$ cat config.mk
export PLATFORM = sky130hd
export DESIGN_NAME = vic_controller
export DESIGN_NICKNAME = d
export VERILOG_FILES = /design/src/core/vic_pkg.sv /design/src/core/vic_controller.sv
export SDC_FILE = /design/constraint.sdc
export NUM_CORES = 2
export LEC_CHECK = 0
export BUFFER_PORTS_ARGS = -buffer_cell sky130_fd_sc_hd__buf_2
export CAP_MARGIN = 20
export CELL_PAD_IN_SITES_DETAIL_PLACEMENT = 1
export CELL_PAD_IN_SITES_GLOBAL_PLACEMENT = 2
export CORE_UTILIZATION = 38
export DETAILED_ROUTE_END_ITERATION = 8
export PLACE_DENSITY = 0.82
export REMOVE_ABC_BUFFERS = 1
export SKIP_CTS_REPAIR_TIMING = 1
export SLEW_MARGIN = 10
export SYNTH_ARGS = -nofsm -noshare
export SYNTH_HDL_FRONTEND = slang
export SYNTH_SLANG_ARGS = --single-unit
$ cat constraint.sdc
create_clock -name CLK -period 102.1 [get_ports CLK]
set_input_delay 5.105 -clock CLK [delete_from_list [all_inputs] [get_ports CLK]]
set_output_delay 5.105 -clock CLK [all_outputs]
set_load 0.03 [all_outputs]
$ cat src/core/vic_pkg.sv
package vic_pkg;

	// ----------------------------------------------------------------
	// sizes
	// ----------------------------------------------------------------
	localparam int NUM_SRC = 72;
	localparam int NUM_EXT = 5;
	localparam int DATA_W = 16;
	localparam int ADDR_W = 6;
	localparam int FIELDS_PER_PRIO = 4;

	// ----------------------------------------------------------------
	// register map, one 16-bit word per address
	// ----------------------------------------------------------------
	localparam logic [5:0] ADDR_CTRL_ONE = 6'h00;
	localparam logic [5:0] ADDR_CTRL_TWO = 6'h01;
	localparam logic [5:0] ADDR_FLAG_BASE = 6'h02;
	localparam logic [5:0] ADDR_FLAG_LAST = 6'h06;
	localparam logic [5:0] ADDR_ENABLE_BASE = 6'h08;
	localparam logic [5:0] ADDR_ENABLE_LAST = 6'h0c;
	localparam logic [5:0] ADDR_PRIO_BASE = 6'h10;
	localparam logic [5:0] ADDR_PRIO_LAST = 6'h21;
	localparam logic [5:0] ADDR_CAPTURE = 6'h22;
	localparam logic [5:0] ADDR_CPU_STATUS = 6'h23;
	localparam logic [5:0] ADDR_CORE_CTRL = 6'h24;

	// ----------------------------------------------------------------
	// field positions and reset values
	// ----------------------------------------------------------------
	localparam int NEST_DIS_BIT = 15;
	localparam int TRAP_LSB = 1;
	localparam int TRAP_MSB = 6;
	localparam int ALT_SEL_BIT = 15;
	localparam int POL_MSB = 4;
	localparam int CPU_PRIO_LSB = 5;
	localparam int CPU_PRIO_MSB = 7;
	localparam int CORE_TOP_BIT = 3;
	localparam int CAP_LEVEL_LSB = 8;
	localparam logic [15:0] RESET_WORD = 16'h0000;
	localparam logic [2:0] RESET_PRIO = 3'h0;

	// ----------------------------------------------------------------
	// vectors and tables
	// ----------------------------------------------------------------
	localparam logic [6:0] USER_VEC_OFFSET = 7'h08;
	localparam logic [6:0] TRAP_VEC_OSC = 7'h01;
	localparam logic [6:0] TRAP_VEC_ADDR = 7'h02;
	localparam logic [6:0] TRAP_VEC_STACK = 7'h03;
	localparam logic [6:0] TRAP_VEC_MATH = 7'h04;
	localparam logic [6:0] TRAP_VEC_DMA = 7'h05;
	localparam logic [23:0] PRIMARY_BASE = 24'h000004;
	localparam logic [23:0] ALTERNATE_BASE = 24'h000104;
	localparam int EXT_IRQ [NUM_EXT] = '{0, 20, 29, 53, 54};
	localparam int IRQ_I2C2_SLAVE = 49;
	localparam int IRQ_I2C2_MASTER = 50;
	localparam int IRQ_DMA_CH5_DONE = 61;

	typedef struct packed {
		logic [6:0] vector;
		logic [3:0] level;
	} vic_capture_type;

endpackage

$ cat src/core/vic_controller.sv
// The strobed register port and the register offsets were left to the implementer.
`timescale 1ns/1ns
// Function
// - eight trap vectors 0-7 at primary 0x4 and alternate 0x104 upward
// - external request 3 is irq 53 vector 61, request 4 irq 54 vector 62
// - second i2c slave is irq 49 vector 57, master irq 50 vector 58
// - dma channel 5 done is irq 61 vector 69 at 0x8e or 0x18e
// - thirty-three registers: 2 control, 5 flag, 5 enable, 18 priority, capture, cpu status, core control
// - control one holds nesting disable and the trap status flags
// - control two holds pin edge polarity and the table select
// - hardware sets each request flag, only software writes clear it
// - a source with its enable clear is never presented
// - every user source has a three-bit priority field
// - capture register latches 7-bit vector and 4-bit new level
// - captured level equals the priority of the captured vector
// - flag, enable and priority bits follow vector table order
// - irq n takes vector n plus eight
// - status bits 7:5 show the cpu level and software may write them
// - the fourth cpu priority bit is read-only to software
// - cpu level is top bit over three bits; top set or 111 masks users
// - table select set makes every vector come from the alternate table
// - pin polarity 1 triggers on falling edge, 0 on rising edge
// - nesting disable makes status bits 7:5 read-only to software
module vic_controller (
	input wire logic CLK, // core clock, 10 MHz
	input wire logic RST_N, // synchronous reset, active low
	input wire logic [5:0] ADDR, // register address
	input wire logic [15:0] WDATA, // register write data
	input wire logic WR, // write strobe
	input wire logic RD, // read strobe
	output logic [15:0] RDATA, // read data, cycle after RD
	input wire logic [71:0] SRC_REQ, // peripheral request pulses
	input wire logic [4:0] EXT_PIN, // external request pins, async
	input wire logic [5:0] TRAP_EVT, // trap pulses, control-one order
	input wire logic CPU_ACK, // cpu takes the presented vector
	input wire logic RESTORE_VALID, // cpu returns, reloads its level
	input wire logic [3:0] RESTORE_LEVEL, // level to reload
	output logic IRQ_VALID, // a vector is presented
	output logic [6:0] IRQ_VECTOR, // presented vector number
	output logic [3:0] IRQ_LEVEL, // presented new level
	output logic [23:0] IRQ_ADDR, // table word to fetch
	output logic [3:0] CPU_LEVEL // current cpu priority level
);

	// ----------------------------------------------------------------
	// state
	// ----------------------------------------------------------------
	logic [71:0] flag_r, flag_nxt, en_r, en_nxt, src_set;
	logic [2:0] prio_r [vic_pkg::NUM_SRC];
	logic [2:0] prio_nxt [vic_pkg::NUM_SRC];
	logic nest_dis_r, alt_sel_r;
	logic [5:0] trap_r, trap_nxt;
	logic [4:0] pol_r;
	logic [2:0] cpu_bits_r, cpu_bits_nxt;
	logic cpu_top_r, cpu_top_nxt;
	vic_pkg::vic_capture_type cap_r, cap_nxt;
	logic [15:0] rdata_r, rdata_nxt;
	logic irq_valid_r;
	logic [23:0] irq_addr_r, irq_addr_nxt;
	logic [4:0] pin_s1_r, pin_s2_r, pin_prev_r, ext_edge;
	logic [71:0] ext_set;
	logic [2:0] best_lvl;
	logic [6:0] best_idx;
	logic user_hit, trap_any, sel_valid;
	logic [6:0] trap_vec;
	logic [3:0] trap_lvl;

	// true when the address falls inside a block of registers
	function automatic logic in_block(input logic [5:0] a,
		input logic [5:0] lo, input logic [5:0] hi);
		in_block = (a >= lo) && (a <= hi);
	endfunction

	// write hit on one of the single-word registers
	wire wr_ctrl1 = WR && ADDR == vic_pkg::ADDR_CTRL_ONE;
	wire wr_ctrl2 = WR && ADDR == vic_pkg::ADDR_CTRL_TWO;
	wire wr_status = WR && ADDR == vic_pkg::ADDR_CPU_STATUS;
	wire wr_core = WR && ADDR == vic_pkg::ADDR_CORE_CTRL;

	// ----------------------------------------------------------------
	// external pins: two-flop sync, then edge detect
	// ----------------------------------------------------------------
	// only the second stage and the history stage feed the detector
	always_ff @(posedge CLK)
	begin
		if (!RST_N)
		begin
			pin_s1_r <= 5'h00;
			pin_s2_r <= 5'h00;
			pin_prev_r <= 5'h00;
		end
		else
		begin
			pin_s1_r <= EXT_PIN;
			pin_s2_r <= pin_s1_r;
			pin_prev_r <= pin_s2_r;
		end
	end

	// polarity picks the edge each pin reacts to
	genvar g;
	generate
		for (g = 0; g < vic_pkg::NUM_EXT; g++)
		begin : g_edge
			assign ext_edge[g] = pol_r[g] ? (pin_prev_r[g] & ~pin_s2_r[g])
				: (~pin_prev_r[g] & pin_s2_r[g]);
		end
	endgenerate

	// pins land on their fixed request numbers
	always_comb
	begin
		ext_set = 72'h0;
		for (int k = 0; k < vic_pkg::NUM_EXT; k++)
			ext_set[vic_pkg::EXT_IRQ[k]] = ext_edge[k];
	end
	assign src_set = SRC_REQ | ext_set;

	// ----------------------------------------------------------------
	// per-source flag, enable and priority storage
	// ----------------------------------------------------------------
	// bit i sits in word i/16; priority i in word i/4, nibble i%4
	generate
		for (g = 0; g < vic_pkg::NUM_SRC; g++)
		begin : g_src
			localparam logic [5:0] FW = 6'(g / 16);
			localparam logic [5:0] PW = 6'(g / vic_pkg::FIELDS_PER_PRIO);
			localparam int PB = (g % vic_pkg::FIELDS_PER_PRIO) * 4;
			wire fhit = WR && ADDR == vic_pkg::ADDR_FLAG_BASE + FW;
			wire ehit = WR && ADDR == vic_pkg::ADDR_ENABLE_BASE + FW;
			wire phit = WR && ADDR == vic_pkg::ADDR_PRIO_BASE + PW;
			// a set in the clearing cycle wins over the write
			assign flag_nxt[g] = (fhit ? WDATA[g % 16] : flag_r[g])
				| src_set[g];
			assign en_nxt[g] = ehit ? WDATA[g % 16] : en_r[g];
			assign prio_nxt[g] = phit ? WDATA[PB+2:PB] : prio_r[g];
		end
	endgenerate

	always_ff @(posedge CLK)
	begin
		if (!RST_N)
		begin
			flag_r <= 72'h0;
			en_r <= 72'h0;
			for (int i = 0; i < vic_pkg::NUM_SRC; i++)
				prio_r[i] <= vic_pkg::RESET_PRIO;
		end
		else
		begin
			flag_r <= flag_nxt;
			en_r <= en_nxt;
			prio_r <= prio_nxt;
		end
	end

	// ----------------------------------------------------------------
	// global control and cpu level
	// ----------------------------------------------------------------
	// trap status is sticky; a new trap beats a clearing write
	assign trap_nxt = (wr_ctrl1 ? WDATA[vic_pkg::TRAP_MSB:vic_pkg::TRAP_LSB]
		: trap_r) | TRAP_EVT;

	// cpu entry and return outrank software; top bit has no write path
	assign cpu_bits_nxt = CPU_ACK && irq_valid_r ? IRQ_LEVEL[2:0]
		: RESTORE_VALID ? RESTORE_LEVEL[2:0]
		: wr_status && !nest_dis_r
			? WDATA[vic_pkg::CPU_PRIO_MSB:vic_pkg::CPU_PRIO_LSB]
		: cpu_bits_r;
	assign cpu_top_nxt = CPU_ACK && irq_valid_r ? IRQ_LEVEL[3]
		: RESTORE_VALID ? RESTORE_LEVEL[3] : cpu_top_r;

	always_ff @(posedge CLK)
	begin
		if (!RST_N)
		begin
			nest_dis_r <= 1'b0;
			trap_r <= 6'h00;
			alt_sel_r <= 1'b0;
			pol_r <= 5'h00;
			cpu_bits_r <= 3'h0;
			cpu_top_r <= 1'b0;
		end
		else
		begin
			if (wr_ctrl1)
				nest_dis_r <= WDATA[vic_pkg::NEST_DIS_BIT];
			if (wr_ctrl2)
			begin
				alt_sel_r <= WDATA[vic_pkg::ALT_SEL_BIT];
				pol_r <= WDATA[vic_pkg::POL_MSB:0];
			end
			trap_r <= trap_nxt;
			cpu_bits_r <= cpu_bits_nxt;
			cpu_top_r <= cpu_top_nxt;
		end
	end

	// ----------------------------------------------------------------
	// resolution
	// ----------------------------------------------------------------
	// start at the cpu level so only higher priorities can win;
	// strict compare keeps the lowest irq on a tie
	always_comb
	begin
		best_lvl = cpu_bits_r;
		best_idx = 7'h00;
		user_hit = 1'b0;
		for (int i = 0; i < vic_pkg::NUM_SRC; i++)
			if (flag_r[i] && en_r[i] && prio_r[i] > best_lvl)
			begin
				best_lvl = prio_r[i];
				best_idx = 7'(i);
				user_hit = !cpu_top_r;
			end
	end

	// trap order: oscillator, address, stack, math, dma
	assign trap_any = |trap_r[4:0];
	assign trap_vec = trap_r[0] ? vic_pkg::TRAP_VEC_OSC
		: trap_r[2] ? vic_pkg::TRAP_VEC_ADDR
		: trap_r[1] ? vic_pkg::TRAP_VEC_STACK
		: trap_r[3] ? vic_pkg::TRAP_VEC_MATH
		: vic_pkg::TRAP_VEC_DMA;
	assign trap_lvl = {1'b1, 3'h7 - trap_vec[2:0]};

	assign sel_valid = trap_any || user_hit;
	assign cap_nxt.vector = trap_any ? trap_vec
		: best_idx + vic_pkg::USER_VEC_OFFSET;
	assign cap_nxt.level = trap_any ? trap_lvl : {1'b0, best_lvl};
	// each vector is one program word, two bytes apart
	assign irq_addr_nxt = (alt_sel_r ? vic_pkg::ALTERNATE_BASE
		: vic_pkg::PRIMARY_BASE) + {16'h0000, cap_nxt.vector, 1'b0};

	// capture holds the last presented vector when nothing is pending
	always_ff @(posedge CLK)
	begin
		if (!RST_N)
		begin
			cap_r <= '0;
			irq_valid_r <= 1'b0;
			irq_addr_r <= 24'h000000;
		end
		else
		begin
			irq_valid_r <= sel_valid;
			if (sel_valid)
			begin
				cap_r <= cap_nxt;
				irq_addr_r <= irq_addr_nxt;
			end
		end
	end

	// ----------------------------------------------------------------
	// register read
	// ----------------------------------------------------------------
	// unmapped addresses and unused flag bits read zero
	always_comb
	begin
		rdata_nxt = vic_pkg::RESET_WORD;
		if (ADDR == vic_pkg::ADDR_CTRL_ONE)
			rdata_nxt = {nest_dis_r, 8'h00, trap_r, 1'b0};
		else if (ADDR == vic_pkg::ADDR_CTRL_TWO)
			rdata_nxt = {alt_sel_r, 10'h000, pol_r};
		else if (in_block(ADDR, vic_pkg::ADDR_FLAG_BASE,
			vic_pkg::ADDR_FLAG_LAST))
			rdata_nxt = 16'({8'h00, flag_r}
				>> (16 * (ADDR - vic_pkg::ADDR_FLAG_BASE)));
		else if (in_block(ADDR, vic_pkg::ADDR_ENABLE_BASE,
			vic_pkg::ADDR_ENABLE_LAST))
			rdata_nxt = 16'({8'h00, en_r}
				>> (16 * (ADDR - vic_pkg::ADDR_ENABLE_BASE)));
		else if (in_block(ADDR, vic_pkg::ADDR_PRIO_BASE,
			vic_pkg::ADDR_PRIO_LAST))
			for (int f = 0; f < vic_pkg::FIELDS_PER_PRIO; f++)
				rdata_nxt[f*4 +: 3] = prio_r[(ADDR
					- vic_pkg::ADDR_PRIO_BASE) * 4 + f];
		else if (ADDR == vic_pkg::ADDR_CAPTURE)
			rdata_nxt = {4'h0, cap_r.level, 1'b0, cap_r.vector};
		else if (ADDR == vic_pkg::ADDR_CPU_STATUS)
			rdata_nxt = {8'h00, cpu_bits_r, 5'h00};
		else if (ADDR == vic_pkg::ADDR_CORE_CTRL)
			rdata_nxt = {12'h000, cpu_top_r, 3'h0};
	end

	always_ff @(posedge CLK)
	begin
		if (!RST_N)
			rdata_r <= vic_pkg::RESET_WORD;
		else if (RD)
			rdata_r <= rdata_nxt;
	end

	assign RDATA = rdata_r;
	assign IRQ_VALID = irq_valid_r;
	assign IRQ_VECTOR = cap_r.vector;
	assign IRQ_LEVEL = cap_r.level;
	assign IRQ_ADDR = irq_addr_r;
	assign CPU_LEVEL = {cpu_top_r, cpu_bits_r};
endmodule // vic_controller

## After elaboration in Yosys (flattened, before gate mapping)

Cells that the tools add are included.

| cells by class | value |
|---|---|
| order comparisons | 82 |
| reductions and logical operators | 187 |
| add/sub/neg operators | 9 |
| bitwise gates (word level) | 98 |
| shift-type cells | 2 |
| muxes and demuxes | 332 |
| equality and inequality tests | 32 |

Operators by type and width:

| kind | number |
|---|---|
| 2-to-1 mux 7 bit | 71 |
| 2-to-1 mux 3 bit | 90 |
| greater-than comparator 3 bit | 72 |
| logical AND 1 bit | 180 |
| 2-to-1 mux 1 bit | 157 |
| right shift 72 x 32 -> 16 bit | 2 |
| greater-or-equal comparator 33 x 8 -> 1 bit, second input constant | 4 |
| NOT 32 -> 33 bit | 4 |
| equality test 6 x 5 -> 1 bit, second input constant | 16 |
| 2-to-1 mux 16 bit | 6 |
| binary-select mux 3 bit (select 7 bit) | 4 |
| bitwise OR 1 bit | 72 |
| bitwise OR 72 x 55 -> 72 bit | 1 |
| adder 32 x 1 -> 32 bit, second input constant | 1 |
| adder 32 x 2 -> 32 bit, second input constant | 1 |
| equality test 6 x 4 -> 1 bit, second input constant | 5 |
| equality test 6 bit, second input constant | 5 |
| equality test 6 x 3 -> 1 bit, second input constant | 3 |
| equality test 6 x 2 -> 1 bit, second input constant | 2 |
| adder 9 x 3 -> 10 bit, second input constant | 1 |
| adder 9 x 8 -> 10 bit | 1 |
| AND 1 bit | 10 |
| NOT 1 bit | 10 |
| 2-to-1 mux 9 bit | 1 |
| other kinds (21) | 23 |

| word-level totals | value |
|---|---|
| logic and storage cells | 834 |
| bits in registers | 444 |
| output and inout port bits | 56 |
| input port bits | 115 |

## Depth between registers and ports, before layout

| logic depth | value |
|---|---|
| depth after elaboration | 219 |
| mapped depth | 514 |
| gate-level depth less buffers | 512 |

## Least setup slack after synthesis

OpenSTA, ideal clock, no wires.

| path | value |
|---|---|
| path kind | flip-flop to flip-flop |
| start | register cpu_bits_r[2] |
| end | register irq_addr_r[8] (netlist: IRQ_ADDR[8]) |
| stages on the path, launching flop included | 487 |
| arrival time | 91.010 ns |
| setup time | 0.079 ns |
| setup slack | 11.011 ns |
| path buffers | 2 |
| clock period less this slack | 91.089 ns |
| cells stage by stage | dfxtp_1 inv_1 ha_1 nor2_2 a31oi_2 nand2_1 o21ai_0 ha_1 nor2_1 a31oi_1 o31ai_1 nand3_1 mux2_2 ha_1 nor2_1 maj3_1 maj3_1 nand3_1 (+451 left out) nor2_1 o21ai_0 and3_1 buf_1 a21boi_0 ha_1 nor2b_1 o21a_1 o2111ai_1 nand3_1 or3_1 a211o_1 nor3_2 ha_1 nand2_1 or3b_4 or4_1 o211ai_1 |

| on the way | value |
|---|---|
| word-level cells in the longest chain between the ends | 219 |
| elaborated cells between the ends (all ways) | 362 |
| classes of those cells | add/sub: 2; order compare: 72; mux: 215; reduce/logical: 73 |

Ends and longest elaborated chain:

| what | line | text |
|---|---|---|
| start, declared | vic_controller.sv:54 | `logic [2:0] cpu_bits_r, cpu_bits_nxt;` |
| start signal, assigned | vic_controller.sv:194 | `cpu_bits_r <= cpu_bits_nxt;` |
| greater-than comparator 3 bit | vic_controller.sv:210 | `if (flag_r[i] && en_r[i] && prio_r[i] > best_lvl)` |
| logical AND 1 bit | vic_controller.sv:210 |  |
| 2-to-1 mux 3 bit | vic_controller.sv:210 |  |
| greater-than comparator 3 bit | vic_controller.sv:210 |  |
| logical AND 1 bit | vic_controller.sv:210 |  |
| 2-to-1 mux 3 bit | vic_controller.sv:210 |  |
| greater-than comparator 3 bit | vic_controller.sv:210 |  |
| logical AND 1 bit | vic_controller.sv:210 |  |
| (+203 left out) | n/a |  |
| logical AND 1 bit | vic_controller.sv:210 |  |
| 2-to-1 mux 3 bit | vic_controller.sv:210 |  |
| greater-than comparator 3 bit | vic_controller.sv:210 |  |
| logical AND 1 bit | vic_controller.sv:210 |  |
| 2-to-1 mux 7 bit | vic_controller.sv:210 |  |
| adder 7 x 4 -> 7 bit | vic_controller.sv:229 | `: best_idx + vic_pkg::USER_VEC_OFFSET;` |
| 2-to-1 mux 7 bit | vic_controller.sv:228 | `assign cap_nxt.vector = trap_any ? trap_vec` |
| adder 9 x 8 -> 10 bit | vic_controller.sv:233 | `: vic_pkg::PRIMARY_BASE) + {16'h0000, cap_nxt.vector, 1'b0};` |
| end signal, assigned | vic_controller.sv:250 | `irq_addr_r <= irq_addr_nxt;` |
| end, declared | vic_controller.sv:59 | `logic [23:0] irq_addr_r, irq_addr_nxt;` |

Several ways; a longest one is shown, not always the timed one.
A chain may end at the register's enable or synchronous reset.

## Worst setup path after layout

| path | value |
|---|---|
| start | register cpu_bits_r[1] |
| end | register irq_addr_r[8] (netlist: IRQ_ADDR[8]) |

The elaborated chain is that of the path after synthesis.

==> metrics.md <==
| Metric | Value |
|---|---|
| Die width | `roughly 280 um` |
| IO buf count | `155` |
| Fraction of the mapped netlist area in simple logic gates | `0.223` |
| Max-Cap Viols | `0` |
| Status | `complete, no violations` |
| Die area | `about 80000 um^2` |
| Leak | `between 0.01 and 0.015 uW` |
| Worst-Skew Late Latency | `about 0.64 ns` |
| Worst setup margin | `about 5.7 ns` |
| Library cells used by synthesis | `around 110` |
| Synth-to-layout area growth | `14.4%` |
| Largest net degree at the start of global routing | `102` |
| Critical path class | `reg2reg` |
| Clock Tree Buf Depth | `3` |
| Startpoint Class | `flip-flop` |
| Synthesized area | `between 30000 and 40000 um^2` |
| CP Capture Type | `flip-flop` |
| Tcrit/Tclk final | `0.944` |
| Synth Area in XOR/XNOR | `0.000584` |
| Placed inst area | `between 30000 and 40000 um^2` |
| Layout cells sized above 1 | `0.157` |
| DR WL/cell | `approximately 28 um` |
| Remaining Overflow, GRT | `0` |
| Slowest stage delay, CP | `~0.54 ns` |
| Main flop type after synthesis | `dfxtp_1` |
| DRT Wirelength | `roughly 140000 um` |
| Clk_skew | `~0.026 ns` |
| Post-synthesis compound-gate area fraction | `0.211` |
| Clock Sinks | `approximately 430` |
| Peak VDD IR | `~0.000012 V` |
| Final Util | `0.441` |
| Critical Path RT | `between 100 and 150 ns` |
| Initial DRC Count | `between 3000 and 4000` |
| Final ANT Viol Nets | `0` |
| HP Class | `reg2reg` |
| H-tree depth | `2` |
| Initial DRT Pass Iterations | `6` |
| Worst Path Arrival | `96.97 ns` |
| Number of synthesized register bits | `~430` |
| Fraction of registers with async set/reset | `0` |
| IO Pins | `around 170` |
| Vias in the first global route | `around 30000` |
| Placer Congestion | `0.978` |
| Final HPWL DP | `a little over 100000 um` |
| Clock Root Buffer | `clkbuf_16` |
| Register area share after synthesis | `0.286` |
| Initial antenna violation count | `7` |
| Main combinational cell family by area after synthesis | `simple AND/OR/NAND/NOR gates` |
| Finished Cell Area | `approximately 34000 um^2` |
| # fillers | `between 9000 and 10000` |
| Rel. slew slack | `0.186` |
| Post-Synth Adder-Cell Area | `0.0500` |
| Shortest period the worst path allows | `between 90 and 100 ns` |
| Power density over the cells | `12.8 nW/um^2` |
| Global Route Usage Sum | `0.335` |
| Vias | `between 30000 and 40000` |
| Starting Density | `0.385` |
| Area of the core | `between 70000 and 80000 um^2` |
| CP most frequent cell | `ha_1` |
| Slew Limit Fails | `0` |
| Worst Tran Pin Value | `between 1 and 1.5 ns` |
| Worst Hold Slack | `approximately 0.44 ns` |
| CTS tree | `done` |
| R2R setup slack | `about 5.7 ns` |
| DIE HEIGHT | `283 um` |
| Final Hold Vio Count | `0` |
| Crit-path slowest cell | `or4b_1` |
| DP Worst Slack | `-1.93 ns` |
| EDFF count, synth | `0` |
| Final setup violating endpoints | `0` |
| Nets | `roughly 4000` |
| Ys Warns | `0` |
| FMAX | `a little over 10 MHz` |
| Avg Inst Size Synth | `7.90 um^2` |
| Post-synthesis mux area share | `0.175` |
| Synth Instances | `around 3800` |
| First-pass GRT wire length | `about 200000 um` |
| Drc violations | `0` |
| CTS buffer count | `51` |
| Total power draw | `438 uW` |
| Number of cell rows | `between 100 and 150` |
| Vias/cell | `6.24` |
| CP max FO | `7` |
| Clock-pin slew on the worst setup and hold paths | `~0.060 ns` |
## state kept, by name, indices dropped and copies added, names as in the netlist
register / count
pin_s1_r: 5
IRQ_VALID: 1
nest_dis_r: 1
pin_prev_r: 5
cpu_bits_r: 3
IRQ_ADDR: 8
pin_s2_r: 5
IRQ_LEVEL: 4
prio_r: 216
RDATA: 16
cpu_top_r: 1
trap_r: 6
flag_r: 72
pol_r: 5
en_r: 72
IRQ_VECTOR: 7
alt_sel_r: 1
## synthesized netlist by cell type (14+ instances only)
master / n / share of area
a21boi_0: 14 / 0.0035
a21o_1: 18 / 0.0045
a21oi_1: 333 / 0.056
a221oi_1: 14 / 0.0041
a22oi_1: 20 / 0.0050
a31oi_1: 42 / 0.0088
and2_1: 64 / 0.013
and3_1: 76 / 0.016
buf_1: 24 / 0.0030
buf_4: 19 / 0.0048
clkbuf_1: 158 / 0.020
dfxtp_1: 428 / 0.29
ha_1: 87 / 0.036
inv_1: 208 / 0.026
maj3_1: 41 / 0.014
mux2_2: 18 / 0.0068
mux2i_1: 318 / 0.11
mux4_2: 82 / 0.062
nand2_1: 461 / 0.058
nand2b_1: 19 / 0.0040
nand3_1: 150 / 0.025
nand4_1: 23 / 0.0048
nor2_1: 460 / 0.058
nor2b_1: 24 / 0.0050
nor3_1: 71 / 0.012
o2111ai_1: 18 / 0.0053
o211a_1: 27 / 0.0090
o211ai_1: 54 / 0.014
o21a_1: 28 / 0.0070
o21ai_0: 138 / 0.023
o22ai_1: 32 / 0.0067
o31ai_1: 20 / 0.0050
or2_2: 23 / 0.0048
or3_1: 21 / 0.0044
## per-layer routing
| layer | vias up | part of all wire | GRT usage |
|---|---|---|---|
| met4 | 8 | 0.056 | 0.166 |
| li1 | 13967 | - | - |
| met3 | 331 | 0.081 | 0.0572 |
| met1 | 15477 | 0.42 | 0.445 |
| met5 | - | 0.00039 | 0 |
| met2 | 1268 | 0.44 | 0.521 |
## worst paths after layout
kind | endpoint | startpoint | cells past startpoint
worst max-delay path | IRQ_ADDR[8] | cpu_bits_r[1] | 500
worst min-delay path | pin_s2_r[3] | pin_s1_r[3] | 1
worst max register to register | IRQ_ADDR[8] | cpu_bits_r[1] | 500
worst min register to register | pin_s2_r[3] | pin_s1_r[3] | 1
## critical path: cells and delay by family, from the launching register on
kind | cells | cell delay (ns)
AOI/OAI and AO/OA | 181 | 32.76
adders and majority gates | 111 | 33.56
buffers and inverters | 14 | 1.32
DFF | 1 | 0.40
muxes | 16 | 5.34
and+or+nand+nor | 178 | 22.87
## cell families after synthesis
kind of cell	count (synthesis)
and+or+nand+nor	1459
AOI/OAI and AO/OA	944
DFF	428
muxes	419
buffers and inverters	416
adders and majority gates	128
xor gates and xnor gates	2
other	1
## final cells by class
cell class,count,area (um^2),area share
multi-input combinational,2967,20500,0.596
sequential,428,8570,0.250
clock buffer,67,1480,0.0430
timing repair buffer,237,1400,0.0409
tap,1040,1300,0.0379
inverter,211,800,0.0233
clock inverter,26,317,0.00922
antenna,3,7.51,0.000219
## where the power goes
group          switching (uW)  internal, uW  total [uW]
Clock                    82.9           115         198
Sequential               8.15           171         179
Combinational            40.9          20.8        61.8
Total                     132           306         438
## through the flow
stage	cells	setup TNS [ns]
4_1_cts	4927	-36.69
2_1_floorplan	3606	0
3_3_place_gp	4834	-0.157
6_report	4979	0
3_5_place_dp	4834	-26.54
5_1_grt	4977	-3.75
## layout by cell type, fill, tap and decap left out, types with 37 or more instances in the layout
master and count:
dfxtp_1 426, nor3_1 65, buf_2 153, buf_4 82, a31oi_1 37, clkbuf_16 51
and3_1 75, o211ai_1 54, a21oi_1 320, mux2i_1 314, maj3_1 41, nor2_1 445
o21ai_0 118, nand2_1 460, and2_1 64, mux4_2 82, inv_1 208, ha_1 87
nand3_1 140
No activity file was read; power rests on OpenSTA's default activity.
